**src/hw/sbc_pkg.sv**
```systemverilog
package sbc_pkg;
   localparam logic [6:0] ADDR_SUPPLY  = 7'h41;
   localparam logic [6:0] ADDR_THERMAL = 7'h42;
   localparam logic [6:0] ADDR_DEVICE  = 7'h43;
   localparam int FRAME_BITS  = 16;
   localparam int MODE_BIT    = 7;
   localparam int DATA_LSB    = 8;
   localparam logic [7:0] SUPPLY_RESET  = 8'h80;
   localparam logic [7:0] THERMAL_RESET = 8'h00;
   localparam logic [7:0] DEVICE_RESET  = 8'h00;
   localparam logic [7:0] SUPPLY_MASK   = 8'hFD;
   localparam logic [7:0] THERMAL_MASK  = 8'h07;
   localparam logic [1:0] CAUSE_CLEARED = 2'h0;
   localparam logic [1:0] CAUSE_FAILURE = 2'h1;
   localparam logic [1:0] CAUSE_SLEEP   = 2'h2;
   localparam logic [1:0] WDC_MAX       = 2'h2;
   typedef enum logic [1:0] {
      SBC_IDLE   = 2'b00,
      SBC_ANSWER = 2'b01
   } sbc_state_t;
endpackage

```
**src/hw/sbc_frame_if.sv**
```systemverilog
`timescale 1ns/1ns
interface sbc_frame_if;
   logic       req;
   logic       clear;
   logic [6:0] addr;
   modport dec (output req, output clear, output addr);
   modport bank (input req, input clear, input addr);
endinterface

```
**src/hw/sbc_frame_decode.sv**
```systemverilog
`timescale 1ns/1ns
module sbc_frame_decode
   import sbc_pkg::*;
(
   input  wire logic        clk,
   input  wire logic        reset_n,
   input  wire logic        frame_valid,
   input  wire logic [15:0] frame_in,
   sbc_frame_if.dec         fr
);
   // frame bits 6:0 address, bit 7 mode; data byte ignored for status
   always_ff @(posedge clk) begin
      if (!reset_n) begin
         fr.req   <= 1'b0;
         fr.clear <= 1'b0;
         fr.addr  <= 7'h00;
      end else begin
         fr.req   <= frame_valid;
         fr.clear <= frame_in[MODE_BIT];
         fr.addr  <= frame_in[6:0];
      end
   end
endmodule

```
**src/hw/sbc_status_bank.sv**
```systemverilog
`timescale 1ns/1ns
module sbc_status_bank
   import sbc_pkg::*;
(
   // clock and reset
   input  wire logic        clk,
   input  wire logic        reset_n,
   // frame port
   input  wire logic        frame_valid,
   input  wire logic [15:0] frame_in,
   output logic             reply_valid,
   output logic [15:0]      reply_frame,
   // detector events (one-cycle or level)
   input  wire logic        por_event,
   input  wire logic        lin_uv_event,
   input  wire logic        main_ov_event,
   input  wire logic        second_ot_event,
   input  wire logic        second_uv_event,
   input  wire logic        main_short_event,
   input  wire logic        main_uv_event,
   input  wire logic        shutdown2_event,
   input  wire logic        shutdown1_event,
   input  wire logic        prewarn_event,
   input  wire logic        reset_clamp_event,
   input  wire logic        fsi_fault_event,
   input  wire logic        invalid_cmd_event,
   // supply and mode context
   input  wire logic        main_reg_on,
   input  wire logic        second_reg_on,
   input  wire logic        lin_active,
   input  wire logic        overvoltage_reset_enable,
   // restart and watchdog
   input  wire logic        restart_event,
   input  wire logic        restart_from_sleep,
   input  wire logic        watchdog_failure_counter_event,
   input  wire logic        wd_trigger_ok,
   input  wire logic        fail_outputs_on,
   // outputs
   output logic             failsafe_request,
   output logic [1:0]       fail_output_config
);
   // ==========================================================
   // frame decode
   sbc_frame_if fr ();
   sbc_frame_decode u_dec (
      .clk         (clk),
      .reset_n     (reset_n),
      .frame_valid (frame_valid),
      .frame_in    (frame_in),
      .fr          (fr)
   );

   logic [7:0] supply_fault_status;
   logic [7:0] thermal_fault_status;
   logic [1:0] restart_cause_field;
   logic       reset_clamped_high_flag;
   logic       failsafe_input_fault_flag;
   logic [1:0] watchdog_failure_counter;
   logic       invalid_cmd_flag;
   logic       fail_outputs_active_flag;
   logic       failure_seen;

   wire clr_sup = fr.req && fr.clear && fr.addr == ADDR_SUPPLY;
   wire clr_thm = fr.req && fr.clear && fr.addr == ADDR_THERMAL;
   wire clr_dev = fr.req && fr.clear && fr.addr == ADDR_DEVICE;

   // ==========================================================
   // supply status
   logic [7:0] sup_set;
   always_comb begin
      sup_set    = 8'h00;
      sup_set[7] = por_event;
      sup_set[6] = lin_uv_event && lin_active;
      sup_set[5] = main_ov_event;
      sup_set[4] = second_ot_event && second_reg_on;
      sup_set[3] = second_uv_event && second_reg_on;
      sup_set[2] = main_short_event && main_reg_on;
      sup_set[0] = main_uv_event && main_reg_on;
   end

   // sticky; set beats clear
   always_ff @(posedge clk) begin
      if (!reset_n) supply_fault_status <= SUPPLY_RESET;
      else supply_fault_status <= ((clr_sup ? 8'h00 : supply_fault_status) | sup_set)
                                  & SUPPLY_MASK;
   end

   // ==========================================================
   // thermal status
   wire [7:0] thm_set = {5'h00, shutdown2_event, shutdown1_event, prewarn_event};
   always_ff @(posedge clk) begin
      if (!reset_n) thermal_fault_status <= THERMAL_RESET;
      else thermal_fault_status <= ((clr_thm ? 8'h00 : thermal_fault_status) | thm_set)
                                   & THERMAL_MASK;
   end

   // level-2 shutdown forces fail-safe, held until reset
   always_ff @(posedge clk) begin
      if (!reset_n) failsafe_request <= 1'b0;
      else if (shutdown2_event) failsafe_request <= 1'b1;
   end

   // ==========================================================
   // device status
   // a failure is remembered until the next restart records the cause
   always_ff @(posedge clk) begin
      if (!reset_n) failure_seen <= 1'b0;
      else if (watchdog_failure_counter_event || shutdown2_event || main_uv_event
               || (main_ov_event && overvoltage_reset_enable)) failure_seen <= 1'b1;
      else if (restart_event) failure_seen <= 1'b0;
   end

   always_ff @(posedge clk) begin
      if (!reset_n) restart_cause_field <= CAUSE_CLEARED;
      else if (restart_event)
         restart_cause_field <= restart_from_sleep && !failure_seen ? CAUSE_SLEEP
                                                                     : CAUSE_FAILURE;
      else if (clr_dev) restart_cause_field <= CAUSE_CLEARED;
   end

   always_ff @(posedge clk) begin
      if (!reset_n) begin
         reset_clamped_high_flag   <= 1'b0;
         failsafe_input_fault_flag <= 1'b0;
         invalid_cmd_flag          <= 1'b0;
         fail_outputs_active_flag  <= 1'b0;
      end else begin
         reset_clamped_high_flag   <= reset_clamp_event | (reset_clamped_high_flag & ~clr_dev);
         failsafe_input_fault_flag <= fsi_fault_event | (failsafe_input_fault_flag & ~clr_dev);
         invalid_cmd_flag          <= invalid_cmd_event | (invalid_cmd_flag & ~clr_dev);
         fail_outputs_active_flag  <= fail_outputs_on | (fail_outputs_active_flag & ~clr_dev);
      end
   end

   // counter is hardware-owned: clear frames do not touch it
   always_ff @(posedge clk) begin
      if (!reset_n) watchdog_failure_counter <= 2'h0;
      else if (watchdog_failure_counter_event && watchdog_failure_counter != WDC_MAX)
         watchdog_failure_counter <= watchdog_failure_counter + 2'h1;
      else if (wd_trigger_ok) watchdog_failure_counter <= 2'h0;
   end

   always_ff @(posedge clk) begin
      if (!reset_n) fail_output_config <= 2'h0;
      else fail_output_config <= watchdog_failure_counter;
   end

   wire [7:0] dev_byte = {restart_cause_field, reset_clamped_high_flag,
                          failsafe_input_fault_flag, watchdog_failure_counter,
                          invalid_cmd_flag, fail_outputs_active_flag};

   // ==========================================================
   // reply: value before any clear of this frame
   logic [7:0] rd_byte;
   always_comb begin
      case (fr.addr)
         ADDR_SUPPLY:  rd_byte = supply_fault_status;
         ADDR_THERMAL: rd_byte = thermal_fault_status;
         ADDR_DEVICE:  rd_byte = dev_byte;
         default:      rd_byte = 8'h00;
      endcase
   end

   always_ff @(posedge clk) begin
      if (!reset_n) begin
         reply_valid <= 1'b0;
         reply_frame <= 16'h0000;
      end else begin
         reply_valid <= fr.req;
         if (fr.req) reply_frame <= {rd_byte, fr.clear, fr.addr};
      end
   end
endmodule

```
**config.mk**
```make
export PLATFORM = sky130hd
export DESIGN_NAME = sbc_status_bank
export DESIGN_NICKNAME = d
export VERILOG_FILES = /design/src/hw/sbc_pkg.sv /design/src/hw/sbc_frame_if.sv /design/src/hw/sbc_frame_decode.sv /design/src/hw/sbc_status_bank.sv
export SDC_FILE = /design/constraint.sdc
export NUM_CORES = 1
export LEC_CHECK = 0
export BUFFER_PORTS_ARGS = -buffer_cell sky130_fd_sc_hd__buf_4
export CORE_ASPECT_RATIO = 1.75
export CORE_UTILIZATION = 49
export DETAILED_ROUTE_END_ITERATION = 10
export PLACE_DENSITY = 0.84
export SYNTH_ARGS = -nofsm -noshare
export SYNTH_HDL_FRONTEND = slang
export SYNTH_SLANG_ARGS = --single-unit
export TNS_END_PERCENT = 1
```
**constraint.sdc**
```tcl
create_clock -name clk -period 1.8 [get_ports clk]
set_clock_uncertainty 0.15 [all_clocks]
set_input_delay 0.18 -clock clk [delete_from_list [all_inputs] [get_ports clk]]
set_output_delay 0.18 -clock clk [all_outputs]
set_load 0.005 [all_outputs]
```
==> impl_results.md <==
- Status: complete, but fails checks
- Failing checks: hold timing
- Finished Layout Cells: ~310
- Final worst slack: between 0.1 and 0.15 ns
- Critical Path RT: about 1.8 ns
- Chip width: between 40 and 50 microns
- Via/cell ratio: 5.102
- Endpoints failing setup: 0
- Final hold violations: 1
- H-tree depth: 2
- Die Span Y: 83.87 microns
- EDFF count, synth: 0
- Hpwl dp: approximately 2600 microns
- Vias in the first global route: 1585
- Routed WL per cell: ~13 microns
- Sw Pwr: 0.4652 mW
- Dpl cells: between 200 and 300
- Part of the power in registers: a little under three fifths
- Gr usage total: between 20% and 30%
- Clock share of power: a little under a third
- I/O Pins: 61
- Area growth from synthesis to layout: 41.47%
- Global placement routability congestion: ~0.76
- Yosys cell types: 30
- Fin. max-slew vios: 0
- Commonest non-fill, non-tap cells in the layout: 59 x buf_4, 48 x dfxtp_1, 23 x dlygate4sd3_1
- RSZ-0062 raised after global routing: false
- Synth Flop Type: dfxtp_1
- YS warnings: 0
- Longest Clk Path Bufs: 2
- Netlist Area Pre-Place: roughly 0.0019 sq mm
- Cts bufs inserted: 5
- ANT cells: 0
- Syn_area_per_cell: approximately 10 sq um
- Total gr overflow: 0
- Sinks on Clock Net: 48
- Worst-Margin Slew: roughly 0.36 ns
- Most common cell after layout, fill and taps aside: buf_4
- Core ar.: roughly 0.0036 sq mm
- Layout Utilization: about 73%
- Vias: around 1600
- Slew headroom: about three quarters
- Cell count after synthesis: between 150 and 200
- Worst-path clk slew: ~0.08 ns
- DRT Pass-1 Iters: 4
- Fin area: 0.002655 sq mm
- Post-place instance area: about 0.0023 sq mm
- PD cells: between 700 and 800 mW/mm^2
- Share of cells above drive strength 1: between 20% and 30%
- Pint: around 1.6 mW
- Critical Path Source Type: register
- Postcts setup bufs: 0
- Initial Utilization: 51.72%
- Async S/R FF share, synth: 0%
- Hold Crit Class: primary input to register
- Max layer used: met4
- Synth Register Bits: between 40 and 50
- Wl on met1: approximately 1600 microns
- Worst IR drop on VDD: between 800 and 900 uV
- Drt initial violations: roughly 50
- Dpl ws: about 0.12 ns
- First-pass GRT wire length: about 7100 microns
- PortBufs: 52
- Net Sw Frac: 22.74%
- Final period demand of the worst path: roughly 1.7 ns
- Setup CP Type: register to register
- Hold slack: -0.0003480 ns
- WL met3: approximately 180 microns
- Comb pwr share: between 10% and 20%
- Share of the synthesized area in the top cell type: between 50% and 60%
- Largest net degree at the start of global routing: 33
- Die area: 0.004092 sq mm
- Root buffer cell: clkbuf_8
- Sequential area share after synthesis: approximately half
- WL met2: about 2200 microns
- Top post-synthesis cells by area: dfxtp_1 51%, nor2b_1 6.0%, o21ai_0 4.3%
- Final worst-path cycle share: 93.35%
- F_max: a little under 600 MHz
- Fin nets: 308
- Worst Path Max Fanout: 7
- Mapped Nets: 230
- Antenna violations before repair: 0
- Final ANT Viol Nets: 0
- DRC viols: 0
- Insertion delay to the later sink of the worst-skew pair: 0.31 ns
- Leak: 1.119 nW
- CTS tree: yes
- Synth area leader: dfxtp_1
- MaxCap Viol Count: 0
- Std-Cell Rows: 29
- TNS Setup: 0 ns
- Drt total wl: about 4200 microns
- Arr. time, crit path: between 1.5 and 2 ns
- Critical path endpoint category: register
==> cell usage after synthesis, types with 5 or more instances <==
master    instances
a32o_1            6
mux2_2            7
dfxtp_1          48
mux2i_1           7
nor2_1            6
o21ai_0          16
clkbuf_1          9
nor2b_1          18
a21oi_1           7
nand2_1          12
nand3_1           6
and2_1           12
nor3_1            5
==> cell type report <==
type,instances,area (sq um)
Fill cell,281,973.4
Sequential cell,48,960.9
Multi-Input combinational cell,126,862.1
Timing Repair Buffer,82,673.1
Clock buffer,8,90.09
Tap cell,46,57.56
Inverter,3,11.26
==> through the flow <==
step	power (mW)	hold WS [ns]
after floorplan	1.277	0.1323
after global placement	1.375	0.2239
after detailed placement	1.380	0.2289
after CTS	2.054	0.0008852
after global routing	2.134	0.009362
final	2.046	-0.0003480
==> repair_timing <==
action                                 in CTS  in global routing
hold buffers                               23                  1
resized for setup                           0                  1
endpoints found under the hold margin      19                  1
setup endpoints to repair                   0                  1
==> power by group through the flow <==
stage / clock, mW / sequential (mW) / combinational [mW]
4_1_cts: 0.659 / 1.14 / 0.250
3_3_place_gp: 0 / 1.17 / 0.207
6_report: 0.648 / 1.15 / 0.253
3_5_place_dp: 0 / 1.17 / 0.210
5_1_grt: 0.702 / 1.15 / 0.279
2_1_floorplan: 0 / 1.16 / 0.117
==> flip-flops by register name, summed over array words and instances, names as in the netlist <==
name,cells
fail_output_config,2
fail_outputs_active_flag,1
failsafe_input_fault_flag,1
failsafe_request,1
failure_seen,1
invalid_cmd_flag,1
reply_frame,16
reply_valid,1
reset_clamped_high_flag,1
restart_cause_field,2
supply_fault_status,7
thermal_fault_status,3
u_dec.fr.addr,7
u_dec.fr.clear,1
u_dec.fr.req,1
watchdog_failure_counter,2
==> worst max-delay path: stages, from the launching register on <==
cell,delay (ns)
dfxtp_1,0.32
or4b_4,0.60
nor4_4,0.22
buf_4,0.18
o21ai_0,0.10
==> metal layers <==
metal | up-vias | global-route usage, %
met2 | 48 | 40.03
met1 | 727 | 25.66
met3 | 9 | 5.282
li1 | 813 | -
met5 | - | 0
met4 | 0 | 13.37
==> final timing paths <==
kind / from / endpoint / slack, ns / depth (start not counted)
max: u_dec.fr.addr[3]$_SDFF_PN0_ / supply_fault_status[6]$_SDFF_PN0_ / 0.12 / 4
min reg2reg: supply_fault_status[3]$_SDFF_PN0_ / supply_fault_status[3]$_SDFF_PN0_ / 0.31 / 2
min: invalid_cmd_event / invalid_cmd_flag$_SDFF_PN0_ / -0.0003 / 3
max reg2reg: u_dec.fr.addr[3]$_SDFF_PN0_ / supply_fault_status[6]$_SDFF_PN0_ / 0.12 / 4
==> kinds of logic (layout without fill, tap and decap cells) <==
family	Yosys count	in the layout	share of synthesized area, %
compound gates	41	41	14.73
fa+ha+maj	1	1	0.6666
buf+inv	14	93	2.866
flops	48	48	51.20
mux	14	14	7.934
simple gates	70	70	22.60
(Power assumes the default switching activity.)
